File: config.mk
export PLATFORM = sky130hd
export DESIGN_NAME = ccg_clock_ctrl
export DESIGN_NICKNAME = d
export VERILOG_FILES = /design/src/ccg_pkg.sv /design/src/ccg_clock_ctrl.sv /design/src/ccg_ratio_div.sv
export SDC_FILE = /design/constraint.sdc
export NUM_CORES = 1
export LEC_CHECK = 0
export ABC_AREA = 1
export BUFFER_PORTS_ARGS = -buffer_cell sky130_fd_sc_hd__buf_2
export CAP_MARGIN = 10
export CORE_AREA = 2 2 105 107
export DETAILED_ROUTE_END_ITERATION = 16
export DIE_AREA = 0 0 107 109
export PLACE_DENSITY = 0.63
export SYNTH_ARGS = -nofsm -noshare
export SYNTH_HDL_FRONTEND = slang
export SYNTH_HIERARCHICAL = 1
export SYNTH_SLANG_ARGS = --single-unit
export TNS_END_PERCENT = 5
File: constraint.sdc
create_clock -name clk -period 3 [get_ports clk]
set_clock_uncertainty 0.1 [all_clocks]
set_input_delay 0.3 -clock clk [delete_from_list [all_inputs] [get_ports clk]]
set_output_delay 0.3 -clock clk [all_outputs]
set_load 0.02 [all_outputs]
File: src/ccg_pkg.sv
// Package with register map, field layout and reset values of the clock control block.
package ccg_pkg;

   // Register byte offsets on the Avalon-MM slave.
   localparam logic [3:0] CCG_OFS_RATIO = 4'h0;
   localparam logic [3:0] CCG_OFS_STOP2 = 4'h4;
   localparam logic [3:0] CCG_OFS_STOP3 = 4'h8;
   localparam logic [3:0] CCG_OFS_STATUS = 4'hc;

   // Register widths.
   localparam int CCG_RATIO_W = 16;
   localparam int CCG_STOP_W = 8;
   localparam int CCG_FIELD_W = 3;
   localparam int CCG_NUM_DOM = 5;
   localparam int CCG_NUM_MOD = 10;

   // Ratio field positions inside clock_ratio_control.
   localparam int CCG_CORE_LSB = 12;
   localparam int CCG_BUS_LSB = 9;
   localparam int CCG_PERIPH_LSB = 6;
   localparam int CCG_TIMER2_LSB = 3;
   localparam int CCG_TIMER1_LSB = 0;

   // Stop bit positions inside module_stop_control_two.
   localparam int CCG_RAM_STOP_BIT = 7;
   localparam int CCG_ROM_STOP_BIT = 6;
   localparam int CCG_XFER_STOP_BIT = 4;
   localparam int CCG_DMA_STOP_BIT = 3;

   // Stop bit positions inside module_stop_control_three.
   localparam int CCG_TWI_STOP_BIT = 7;
   localparam int CCG_FSER_STOP_BIT = 6;
   localparam int CCG_SER2_STOP_BIT = 5;
   localparam int CCG_SER1_STOP_BIT = 4;
   localparam int CCG_SER0_STOP_BIT = 3;
   localparam int CCG_SSER_STOP_BIT = 2;

   // Ratio code for a divide by one; code n divides by n + 1.
   localparam logic [2:0] CCG_RATIO_X1 = 3'h0;

   // Reset values.
   localparam logic [15:0] CCG_RATIO_RST = 16'h0000;
   localparam logic [7:0] CCG_STOP2_RST = 8'h20;
   localparam logic [7:0] CCG_STOP3_RST = 8'h03;

   // Domain indices for the divider array.
   localparam int CCG_DOM_CORE = 0;
   localparam int CCG_DOM_BUS = 1;
   localparam int CCG_DOM_PERIPH = 2;
   localparam int CCG_DOM_TIMER2 = 3;
   localparam int CCG_DOM_TIMER1 = 4;

   // Domain clock enables.
   typedef struct packed {
      logic core;
      logic bus;
      logic periph;
      logic second_timer;
      logic first_timer;
   } ccg_dom_tick_t;

   // Per-module clock enables, also the layout of the status run bits.
   typedef struct packed {
      logic ram;
      logic rom;
      logic transfer_ctrl;
      logic dma;
      logic two_wire;
      logic fifo_serial;
      logic serial_ch2;
      logic serial_ch1;
      logic serial_ch0;
      logic sync_serial;
   } ccg_mod_en_t;

endpackage : ccg_pkg

File: src/ccg_clock_ctrl.sv
// Clock control: ratio dividers, per-module clock stop gating and the register slave.
//
// Implementation choices: the register addresses and the Avalon-MM slave port.
`timescale 1ns/10ps
`default_nettype none
module ccg_clock_ctrl
   import ccg_pkg::*;
(
   // Clock and reset.
   input wire logic clk,
   input wire logic rst,
   // Avalon-MM slave.
   input wire logic [3:0] avs_address,
   input wire logic avs_read,
   input wire logic avs_write,
   input wire logic [31:0] avs_writedata,
   input wire logic [3:0] avs_byteenable,
   output logic [31:0] avs_readdata,
   output logic avs_waitrequest,
   // Domain clock enables.
   output ccg_dom_tick_t dom_tick,
   // Per-module clock enables.
   output ccg_mod_en_t mod_clk_en
);

   // Register state.
   logic [CCG_RATIO_W-1:0] clock_ratio_control_ff;
   logic [CCG_STOP_W-1:0] module_stop_control_two_ff;
   logic [CCG_STOP_W-1:0] module_stop_control_three_ff;

   // Bus handshake state.
   logic wait_ff;
   logic [31:0] readdata_ff;
   logic [31:0] nxt_readdata;
   logic bus_req;
   logic do_write;
   logic [3:0] word_addr;

   // Divider wiring.
   logic [CCG_FIELD_W-1:0] dom_ratio [CCG_NUM_DOM];
   logic [CCG_NUM_DOM-1:0] dom_tick_vec;
   ccg_dom_tick_t dom_tick_ff;

   // Module gating wiring.
   logic [CCG_NUM_MOD-1:0] stop_vec;
   logic [CCG_NUM_MOD-1:0] src_tick_vec;
   logic [CCG_NUM_MOD-1:0] run_ff;
   logic [CCG_NUM_MOD-1:0] mod_en_ff;

   // Avalon-MM slave.

   assign bus_req = avs_read | avs_write;
   assign word_addr = {avs_address[3:2], 2'h0};

   // Every access takes exactly one wait cycle: waitrequest drops for one cycle
   // after the request is first seen, and that is the edge the master completes on.
   assign do_write = avs_write & ~wait_ff;

   always_ff @(posedge clk or posedge rst) begin
      if (rst) begin
         wait_ff <= 1'b1;
      end else if (bus_req && wait_ff) begin
         wait_ff <= 1'b0;
      end else begin
         wait_ff <= 1'b1;
      end
   end

   // Read data are captured while waitrequest is high and stand only during the
   // cycle in which it is low, so a stale word never lingers on the bus.
   always_comb begin
      nxt_readdata = 32'h0000_0000;
      unique case (word_addr)
         CCG_OFS_RATIO: begin
            nxt_readdata[CCG_RATIO_W-1:0] = clock_ratio_control_ff;
         end
         CCG_OFS_STOP2: begin
            nxt_readdata[CCG_STOP_W-1:0] = module_stop_control_two_ff;
         end
         CCG_OFS_STOP3: begin
            nxt_readdata[CCG_STOP_W-1:0] = module_stop_control_three_ff;
         end
         CCG_OFS_STATUS: begin
            nxt_readdata[CCG_NUM_MOD-1:0] = run_ff;
            nxt_readdata[31:28] = 4'h0;
         end
         default: begin
            nxt_readdata = 32'h0000_0000;
         end
      endcase
   end

   always_ff @(posedge clk or posedge rst) begin
      if (rst) begin
         readdata_ff <= 32'h0000_0000;
      end else if (avs_read && wait_ff) begin
         readdata_ff <= nxt_readdata;
      end else begin
         readdata_ff <= 32'h0000_0000;
      end
   end

   assign avs_readdata = readdata_ff;
   assign avs_waitrequest = wait_ff;

   // Registers.

   // The ratio register spans byte lanes 0 and 1; all bits are stored as written.
   always_ff @(posedge clk or posedge rst) begin
      if (rst) begin
         clock_ratio_control_ff <= CCG_RATIO_RST;
      end else if (do_write && word_addr == CCG_OFS_RATIO) begin
         if (avs_byteenable[0]) begin
            clock_ratio_control_ff[7:0] <= avs_writedata[7:0];
         end
         if (avs_byteenable[1]) begin
            clock_ratio_control_ff[15:8] <= avs_writedata[15:8];
         end
      end
   end

   // Reserved bits are kept as written; software is expected to write bit 5
   // as one and bits 2 to 0 as zero, and the gating never looks at them.
   always_ff @(posedge clk or posedge rst) begin
      if (rst) begin
         module_stop_control_two_ff <= CCG_STOP2_RST;
      end else if (do_write && word_addr == CCG_OFS_STOP2 && avs_byteenable[0]) begin
         module_stop_control_two_ff <= avs_writedata[CCG_STOP_W-1:0];
      end
   end

   // Bits 1 and 0 are reserved and expected to be written as ones.
   always_ff @(posedge clk or posedge rst) begin
      if (rst) begin
         module_stop_control_three_ff <= CCG_STOP3_RST;
      end else if (do_write && word_addr == CCG_OFS_STOP3 && avs_byteenable[0]) begin
         module_stop_control_three_ff <= avs_writedata[CCG_STOP_W-1:0];
      end
   end

   // Ratio dividers.

   // Code n divides the base clock by n + 1, so 000 passes it through and
   // 001 gives half of it.
   assign dom_ratio[CCG_DOM_CORE] =
      clock_ratio_control_ff[CCG_CORE_LSB +: CCG_FIELD_W];
   assign dom_ratio[CCG_DOM_BUS] =
      clock_ratio_control_ff[CCG_BUS_LSB +: CCG_FIELD_W];
   assign dom_ratio[CCG_DOM_PERIPH] =
      clock_ratio_control_ff[CCG_PERIPH_LSB +: CCG_FIELD_W];
   assign dom_ratio[CCG_DOM_TIMER2] =
      clock_ratio_control_ff[CCG_TIMER2_LSB +: CCG_FIELD_W];
   assign dom_ratio[CCG_DOM_TIMER1] =
      clock_ratio_control_ff[CCG_TIMER1_LSB +: CCG_FIELD_W];

   generate
      for (genvar d = 0; d < CCG_NUM_DOM; d++) begin : g_div
         ccg_ratio_div u_div (
            .clk(clk),
            .rst(rst),
            .ratio(dom_ratio[d]),
            .tick_ff(dom_tick_vec[d]),
            .applied_ff()
         );
      end
   endgenerate

   // Domain ticks are retimed once more so that they line up with the module
   // enables, which are derived from the same divider output.
   always_ff @(posedge clk or posedge rst) begin
      if (rst) begin
         dom_tick_ff <= '0;
      end else begin
         dom_tick_ff.core <= dom_tick_vec[CCG_DOM_CORE];
         dom_tick_ff.bus <= dom_tick_vec[CCG_DOM_BUS];
         dom_tick_ff.periph <= dom_tick_vec[CCG_DOM_PERIPH];
         dom_tick_ff.second_timer <= dom_tick_vec[CCG_DOM_TIMER2];
         dom_tick_ff.first_timer <= dom_tick_vec[CCG_DOM_TIMER1];
      end
   end

   assign dom_tick = dom_tick_ff;

   // Module clock stop gating.

   // Memories run from the core clock, the transfer engines from the bus
   // clock, and the serial units from the peripheral clock.
   assign stop_vec = {
      module_stop_control_two_ff[CCG_RAM_STOP_BIT],
      module_stop_control_two_ff[CCG_ROM_STOP_BIT],
      module_stop_control_two_ff[CCG_XFER_STOP_BIT],
      module_stop_control_two_ff[CCG_DMA_STOP_BIT],
      module_stop_control_three_ff[CCG_TWI_STOP_BIT],
      module_stop_control_three_ff[CCG_FSER_STOP_BIT],
      module_stop_control_three_ff[CCG_SER2_STOP_BIT],
      module_stop_control_three_ff[CCG_SER1_STOP_BIT],
      module_stop_control_three_ff[CCG_SER0_STOP_BIT],
      module_stop_control_three_ff[CCG_SSER_STOP_BIT]
   };

   assign src_tick_vec = {
      dom_tick_vec[CCG_DOM_CORE],
      dom_tick_vec[CCG_DOM_CORE],
      dom_tick_vec[CCG_DOM_BUS],
      dom_tick_vec[CCG_DOM_BUS],
      dom_tick_vec[CCG_DOM_PERIPH],
      dom_tick_vec[CCG_DOM_PERIPH],
      dom_tick_vec[CCG_DOM_PERIPH],
      dom_tick_vec[CCG_DOM_PERIPH],
      dom_tick_vec[CCG_DOM_PERIPH],
      dom_tick_vec[CCG_DOM_PERIPH]
   };

   // A stop or restart only takes hold on a tick of the module's own domain,
   // so a module never sees a clipped clock period. The run bit records the
   // state last applied and is what software sees in the status word.
   generate
      for (genvar m = 0; m < CCG_NUM_MOD; m++) begin : g_gate
         always_ff @(posedge clk or posedge rst) begin
            if (rst) begin
               run_ff[m] <= 1'b1;
               mod_en_ff[m] <= 1'b0;
            end else if (src_tick_vec[m]) begin
               run_ff[m] <= ~stop_vec[m];
               mod_en_ff[m] <= ~stop_vec[m];
            end else begin
               mod_en_ff[m] <= 1'b0;
            end
         end
      end
   endgenerate

   assign mod_clk_en = ccg_mod_en_t'(mod_en_ff);

endmodule : ccg_clock_ctrl
`default_nettype wire

File: src/ccg_ratio_div.sv
// Ratio divider that turns the base clock into a periodic one-cycle clock enable.
`timescale 1ns/10ps
`default_nettype none
module ccg_ratio_div
   import ccg_pkg::*;
(
   // Clock and reset.
   input wire logic clk,
   input wire logic rst,
   // Ratio code.
   input wire logic [CCG_FIELD_W-1:0] ratio,
   // Clock enable.
   output logic tick_ff,
   output logic [CCG_FIELD_W-1:0] applied_ff
);

   logic [CCG_FIELD_W-1:0] count_ff;

   // A new ratio is only taken at the end of a period, so no period is ever cut short.
   always_ff @(posedge clk or posedge rst) begin
      if (rst) begin
         count_ff <= CCG_RATIO_X1;
         applied_ff <= CCG_RATIO_X1;
         tick_ff <= 1'b0;
      end else if (count_ff == CCG_RATIO_X1) begin
         count_ff <= ratio;
         applied_ff <= ratio;
         tick_ff <= 1'b1;
      end else begin
         count_ff <= count_ff - 3'h1;
         tick_ff <= 1'b0;
      end
   end

endmodule : ccg_ratio_div
`default_nettype wire
# == Word level (Yosys, flattened, before mapping) ==
# Cells that the tools add are included.
# totals
reg_bits,110
output_inout_bits,48
inputBits,44
wordCells,102
# classes
reduce_logical,15
addsub,5
bitwise_logic,13
mux,25
n_eq_ne,3
# ops
operator,n
case mux 8 bit (4 select lines),1
two-way mux 1 bit,16
two-way mux 16 bit,1
logical NOT 3 bit,5
two-way mux 3 bit,5
"subtractor 3 x 1 -> 3 bit, second input constant",5
inverter 1 bit,11
logical AND 1 bit,7
two-way mux 6 bit,1
"equality test 2 bit, second input constant",2
logical NOT 4 bit,1
case mux 2 bit (2 select lines),1
AND reduction 2 bit,2
"equality test 2 x 1 -> 1 bit, second input constant",1
bitwise AND 1 bit,1
bitwise OR 1 bit,1

# == Depth between registers and ports, before layout ==
# Gate-level depths: netlist of run 1.
# logic_depth
ltp_word,4
depth_mapped,8
mapped_depth_nobuf,6

# == Hierarchy ==
# The synthesis of run 1 kept the hierarchy.
# by_module_without_submodules
mod,seq_area_each_um2,area_per_inst_um2,cells_each,instances
ccg_clock_ctrl,1869.3,3121.7,350,1
ccg_ratio_div,175.2,300.3,32,5

# == Least setup slack after synthesis of run 1 ==
# OpenSTA, ideal clock, no wires.
# synth_path
kind,input to register
start,in avs_address[2]
end,reg module_stop_control_three_ff[2]
setup_slack_ns,1.748
path_buffers,1
path_stages,6
arrival_ns,1.033
setup_time_ns,0.119
t_required_ns,2.781
path_cell_list,inv_1 ha_1 buf_2 nand4_1 nand2_1 nand2_1
# synth_via
elab_chain_len,3
# synth_rtl
item,line_no,text
"start, declared",ccg_clock_ctrl.sv:13,"input wire logic [3:0] avs_address,"
equality test 2 bit,ccg_clock_ctrl.sv:136,end else if (do_write && word_addr == CCG_OFS_STOP3 && avs_byteenable[0]) begin
logical AND 1 bit (2 in a row),ccg_clock_ctrl.sv:136,
"end signal, assigned",ccg_clock_ctrl.sv:137,module_stop_control_three_ff <= avs_writedata[CCG_STOP_W-1:0];
"end, declared",ccg_clock_ctrl.sv:29,logic [CCG_STOP_W-1:0] module_stop_control_three_ff;
# Every way passes these cells.
# A chain may end at the register's enable or synchronous reset.

# == Worst setup path after layout of run 1 ==
# layout_path
start,reg wait_ff (netlist: avs_waitrequest)
end,reg readdata_ff[8] (netlist: avs_readdata[8])
# layout_via
elab_chain_len,2
# layout_rtl
item,line_no,text
"start, declared",ccg_clock_ctrl.sv:32,logic wait_ff;
"start signal, assigned",ccg_clock_ctrl.sv:61,wait_ff <= 1'b1;
"start signal, assigned",ccg_clock_ctrl.sv:63,wait_ff <= 1'b0;
"start signal, assigned",ccg_clock_ctrl.sv:65,wait_ff <= 1'b1;
logical AND 1 bit,ccg_clock_ctrl.sv:96,end else if (avs_read && wait_ff) begin
two-way mux 16 bit,ccg_clock_ctrl.sv:96,
"end signal, assigned",ccg_clock_ctrl.sv:97,readdata_ff <= nxt_readdata;
"end, declared",ccg_clock_ctrl.sv:33,logic [31:0] readdata_ff;
# Every way passes these cells.

==> results of run 1 <==
critical path, cell delays in order, from the launching register on:
cell	delay (ps)
dfstp_2	600
nand2_1	410
nor2_1	270
nand2_1	80
inv_1	60
registers in the layout, summed over array words and instances (netlist names):
name / cells
avs_waitrequest: 1
avs_readdata: 16
dom_tick: 5
g_div.u_div/tick_ff: 5
run_ff: 10
mod_clk_en: 10
module_stop_control_three_ff: 8
g_div.u_div/count_ff: 15
clock_ratio_control_ff: 16
module_stop_control_two_ff: 8
through the flow:
stage          cells  hold WS, ps  util [%]  total power, uW  setup slack (ps)
2_1_floorplan    480       -33.92         -             2921             741.5
3_3_place_gp     649        169.5     42.27             3200              1190
3_5_place_dp     649        173.4     42.27             3270              1185
4_1_cts          667        45.86     44.18             4070              1376
5_1_grt          667        51.78     44.18             4361              1258
6_report         667        57.29     44.18             4021              1420
layout make-up:
cell class / instances / area share (%)
sequential: 94 / 50.59
clock buffer: 10 / 2.938
multi-input combinational: 308 / 30.88
clock inverter: 6 / 0.9615
timing repair buffer: 59 / 6.891
tap: 140 / 3.739
inverter: 50 / 4.006
routing by layer:
metal | share of wire [%] | GRT usage [%] | vias up
met1 | 47 | 21.32 | 1395
met4 | 1.8 | 6.308 | 2
met5 | 0.13 | 0 | -
met3 | 5.2 | 3.586 | 13
met2 | 46 | 25.71 | 76
li1 | - | - | 1491
power by group through the flow:
stage,Sequential (uW),Clock [uW],Combinational [uW]
CTS,2000,810,1260
finish,1990,788,1240
detailed placement,2020,0,1250
floorplan,2100,0,826
global route,2050,872,1440
global placement,2010,0,1190
worst min-delay path by stage:
stage / start / to / slack [ps] / cells after the start
global placement: rst / g_div[0].u_div/count_ff[2] / 170 / 2
CTS: avs_writedata[5] / module_stop_control_two_ff[5] / 50 / 3
global route: avs_writedata[5] / module_stop_control_two_ff[5] / 50 / 3
detailed placement: rst / g_div[0].u_div/count_ff[1] / 170 / 2
finish: avs_writedata[5] / module_stop_control_two_ff[5] / 60 / 3
floorplan: rst / g_div[0].u_div/count_ff[0] / -30 / 1
==> results.json, run 1 <==
{
  "final_nets": 580,
  "cp_max_fo": 15,
  "antenna_found_initial": 1,
  "cts_hold_buf": 2,
  "numPortBuffers": 55,
  "startpoint": "avs_waitrequest",
  "rsz0062_at_grt": "false",
  "power_frac_comb_pct": 30.8,
  "htree_num_levels": 3,
  "ios": 92,
  "p_clk_share_pct": 19.6,
  "postRouteWirelength_microns": 8399,
  "multi_input_area_sq_um": 1446,
  "period_share_pct": 52.68,
  "worstReg2RegStart": "avs_waitrequest",
  "die_x_microns": 107,
  "required_ps": 3200,
  "r2r-end": "avs_readdata[8]",
  "path_class": "reg -> reg",
  "synth_warnings": 6,
  "fin_crit_ps": 1580,
  "clockBufferDepth": 2,
  "vias": 2977,
  "ant_nets": 0,
  "end_kind": "flop",
  "r2r_cells": 4,
  "cts_tree": "done",
  "drtIter0Drc": 106,
  "dr.pass1.iters": 5,
  "status": "finished, final reports clean",
  "place.gp.congestion": 0.7920,
  "p_leak_uw": 0.002639,
  "tns_ps": 0,
  "antenna_cells": 0,
  "core_sq_um": 10600,
  "powerDensity_nw_per_um2": 858.3,
  "postCtsSetupRepairBufs": 0,
  "crit_path_end": "avs_readdata[8]",
  "intPower_uw": 2529,
  "tightest_slew_ps": 667.6,
  "drive_above_1_share_pct": 22.39,
  "grt_use_total_pct": 16.04,
  "dieArea_sq_um": 11660,
  "grt.overflow.total": 0,
  "drv_cap": 0,
  "syn_area_sq_um": 4135,
  "die_h_microns": 109,
  "cts_buffers": 9,
  "min-delay-path-class": "in -> reg",
  "dpl_cell_area_sq_um": 4482,
  "ff2ff_setup_slack_ps": 1420,
  "avgSynthCellArea_sq_um": 8.893,
  "finalSetupViolations": 0,
  "fmaxAchievable_ghz": 0.6328,
  "clk_pin_slew_ps": 100,
  "grt_pass1_vias": 2969,
  "design_area_sq_um": 4684,
  "cts_resized": 0,
  "max-vdd-ir-drop_v": 0.0003891,
  "fillers": 1051,
  "crit_path_start_kind": "flop",
  "layout.cells.most_common": "nand2_1",
  "syn_inst": 465,
  "clk_latency_ps": 360,
  "crit_arrival_ps": 1780,
  "drc": 0,
  "grt_pass1_wl_microns": 14350,
  "finalHoldViolations": 0,
  "slew_viol_final": 0,
  "syn_to_final_growth_pct": 13.28,
  "switching_share_pct": 37.11,
  "seqPwrFrac_pct": 49.6,
  "vias_per_cell": 4.463,
  "hpwl_microns": 5999,
  "relSlewSlack_pct": 55.43,
  "numClockSinks": 94,
  "grt_max_degree": 45,
  "start_util_pct": 39.00,
  "p_sw_uw": 1492,
  "wl_per_cell_microns": 12.59,
  "num_rows": 38,
  "final_cell_mix": "nand2_1, dfrtp_1, buf_2",
  "regArea_sq_um": 2370,
  "root_buffer": "clkbuf_8"
}
No activity file was read; power rests on OpenSTA's default activity.
==> run 2: changes to the inputs <==
--- a/config.mk
+++ b/config.mk
@@ -5,13 +5,13 @@
 export SDC_FILE = /design/constraint.sdc
 export NUM_CORES = 1
 export LEC_CHECK = 0
-export ABC_AREA = 1
+export ABC_AREA = 0
 export BUFFER_PORTS_ARGS = -buffer_cell sky130_fd_sc_hd__buf_2
 export CAP_MARGIN = 10
-export CORE_AREA = 2 2 105 107
+export CORE_AREA = 2 2 103 105
 export DETAILED_ROUTE_END_ITERATION = 16
-export DIE_AREA = 0 0 107 109
-export PLACE_DENSITY = 0.63
+export DIE_AREA = 0 0 105 107
+export PLACE_DENSITY = 0.64
 export SYNTH_ARGS = -nofsm -noshare
 export SYNTH_HDL_FRONTEND = slang
 export SYNTH_HIERARCHICAL = 1
==> constraint.sdc (replaced) <==
create_clock -name clk -period 1.6 [get_ports clk]
set_clock_uncertainty 0.1 [all_clocks]
set_input_delay 0.16 -clock clk [delete_from_list [all_inputs] [get_ports clk]]
set_output_delay 0.16 -clock clk [all_outputs]
set_load 0.02 [all_outputs]
==> results.json, run 2 <==
{
  "status": "finished, final reports clean",
  "worstHoldStart": "avs_address[2]",
  "antenna_cells": 0,
  "hpwl_microns": 5304,
  "startpoint": "avs_waitrequest",
  "cts_buffers": 9,
  "grt_use_total_pct": 14.38,
  "period_share_pct": 92.69,
  "required_ps": 1730,
  "layout.cells.most_common": "dfrtp_1",
  "wl_per_cell_microns": 14.71,
  "num_rows": 37,
  "fmaxAchievable_ghz": 0.6743,
  "max-vdd-ir-drop_v": 0.0007267,
  "stdcell_count": 509,
  "crit_arrival_ps": 1610,
  "numClockSinks": 94,
  "path_class": "reg -> reg",
  "die_h_microns": 107,
  "vias_per_cell": 4.585,
  "die_x_microns": 105,
  "synth_warnings": 6,
  "p_leak_uw": 0.002441,
  "drv_cap": 0,
  "drive_above_1_share_pct": 38.87,
  "htree_num_levels": 3,
  "grt_max_degree": 75,
  "start_util_pct": 39.07,
  "postCtsSetupRepairBufs": 0,
  "place.gp.congestion": 0.7759,
  "placedCellCount": 474,
  "dr.pass1.iters": 4,
  "cp_max_fo": 8,
  "fin_ws_ps": 117.0,
  "cts_resized": 0,
  "end_kind": "flop",
  "rsz0062_at_grt": "false",
  "root_buffer": "clkbuf_8",
  "grt_pass1_vias": 2537,
  "dieArea_sq_um": 11240,
  "ios": 92,
  "core_sq_um": 10090,
  "slew_viol_final": 0,
  "clockBufferDepth": 2,
  "postRouteWirelength_microns": 7488,
  "grt.overflow.total": 0,
  "final_nets": 426,
  "syn_area_sq_um": 3943,
  "final_cell_mix": "dfrtp_1, buf_2, mux2_2",
  "crit_path_start_kind": "flop",
  "cts_tree": "done",
  "syn_to_final_growth_pct": 21.87,
  "syn_inst": 280,
  "avgSynthCellArea_sq_um": 14.08,
  "fin_crit_ps": 1483,
  "min-delay-path-class": "in -> reg",
  "pre_cts_slack_ps": -43.90,
  "grt_pass1_wl_microns": 12590,
  "drtIter0Drc": 72,
  "numPortBuffers": 55,
  "powerDensity_nw_per_um2": 1599,
  "ant_nets": 0,
  "finalHoldViolations": 0,
  "clk_pin_slew_ps": 90,
  "worstReg2RegStart": "avs_waitrequest",
  "vias": 2334,
  "antenna_found_initial": 0,
  "clk_latency_ps": 350,
  "drc": 0,
  "finalSetupViolations": 0
}
==> run 2: path summary, 6_finish.rpt <==
kind                                                    to  slack (ps)  cells after the start
max in group asynchronous                        run_ff[9]         590                      4
worst max-delay path             clock_ratio_control_ff[6]         120                      2
worst min register to register                 dom_tick[1]         250                      0
worst min-delay path                       avs_readdata[9]         150                      4
worst max register to register   clock_ratio_control_ff[6]         120                      2
min in group asynchronous       g_div[3].u_div/count_ff[1]         240                      3
==> run 2: layout make-up <==
| type | instances | area [sq um] |
|---|---|---|
| sequential | 94 | 2370 |
| clock inverter | 5 | 82.58 |
| clock buffer | 11 | 131.4 |
| inverter | 26 | 101.3 |
| multi-input combinational | 154 | 1379 |
| tap | 136 | 170.2 |
| fill | 936 | 5288 |
| timing repair buffer | 83 | 570.5 |
==> run 2: worst max-delay path, cell delays in order, from the launching register on <==
cell and delay [ps]:
dfstp_2 590, nand4b_2 300, mux2_2 380
==> run 2: through the flow <==
| stage | total power [uW] | hold slack (ps) | util, % | instance area (sq um) | TNS [ps] |
|---|---|---|---|---|---|
| finish | 7681 | 147.4 | 47.61 | 4805 | 0 |
| global route | 8197 | 154.2 | 47.61 | 4805 | 0 |
| CTS | 7786 | 129.3 | 47.61 | 4805 | 0 |
| detailed placement | 6043 | 88.29 | 43.60 | 4400 | -326.3 |
| global placement | 5925 | 77.25 | 43.60 | 4400 | -95.72 |
| floorplan | 5441 | -173.9 | - | 4003 | 0 |
==> run 2: per-layer routing <==
layer / part of all wire (%) / track usage (%)
met5: 0 / 0
met4: 1.3 / 4.190
met3: 5.4 / 4.377
met2: 48 / 23.14
met1: 46 / 18.84
==> run 2: power breakdown <==
part | switching, uW | total [uW] | internal (uW)
sequential | 439 | 3730 | 3290
combinational | 1110 | 2260 | 1150
clock | 802 | 1690 | 888
==> run 2: timing repair <==
item                                    4_1_cts  5_1_grt
endpoints found under the setup margin        0        0
hold buffers                                 19        0
endpoints found under the hold margin       113        0
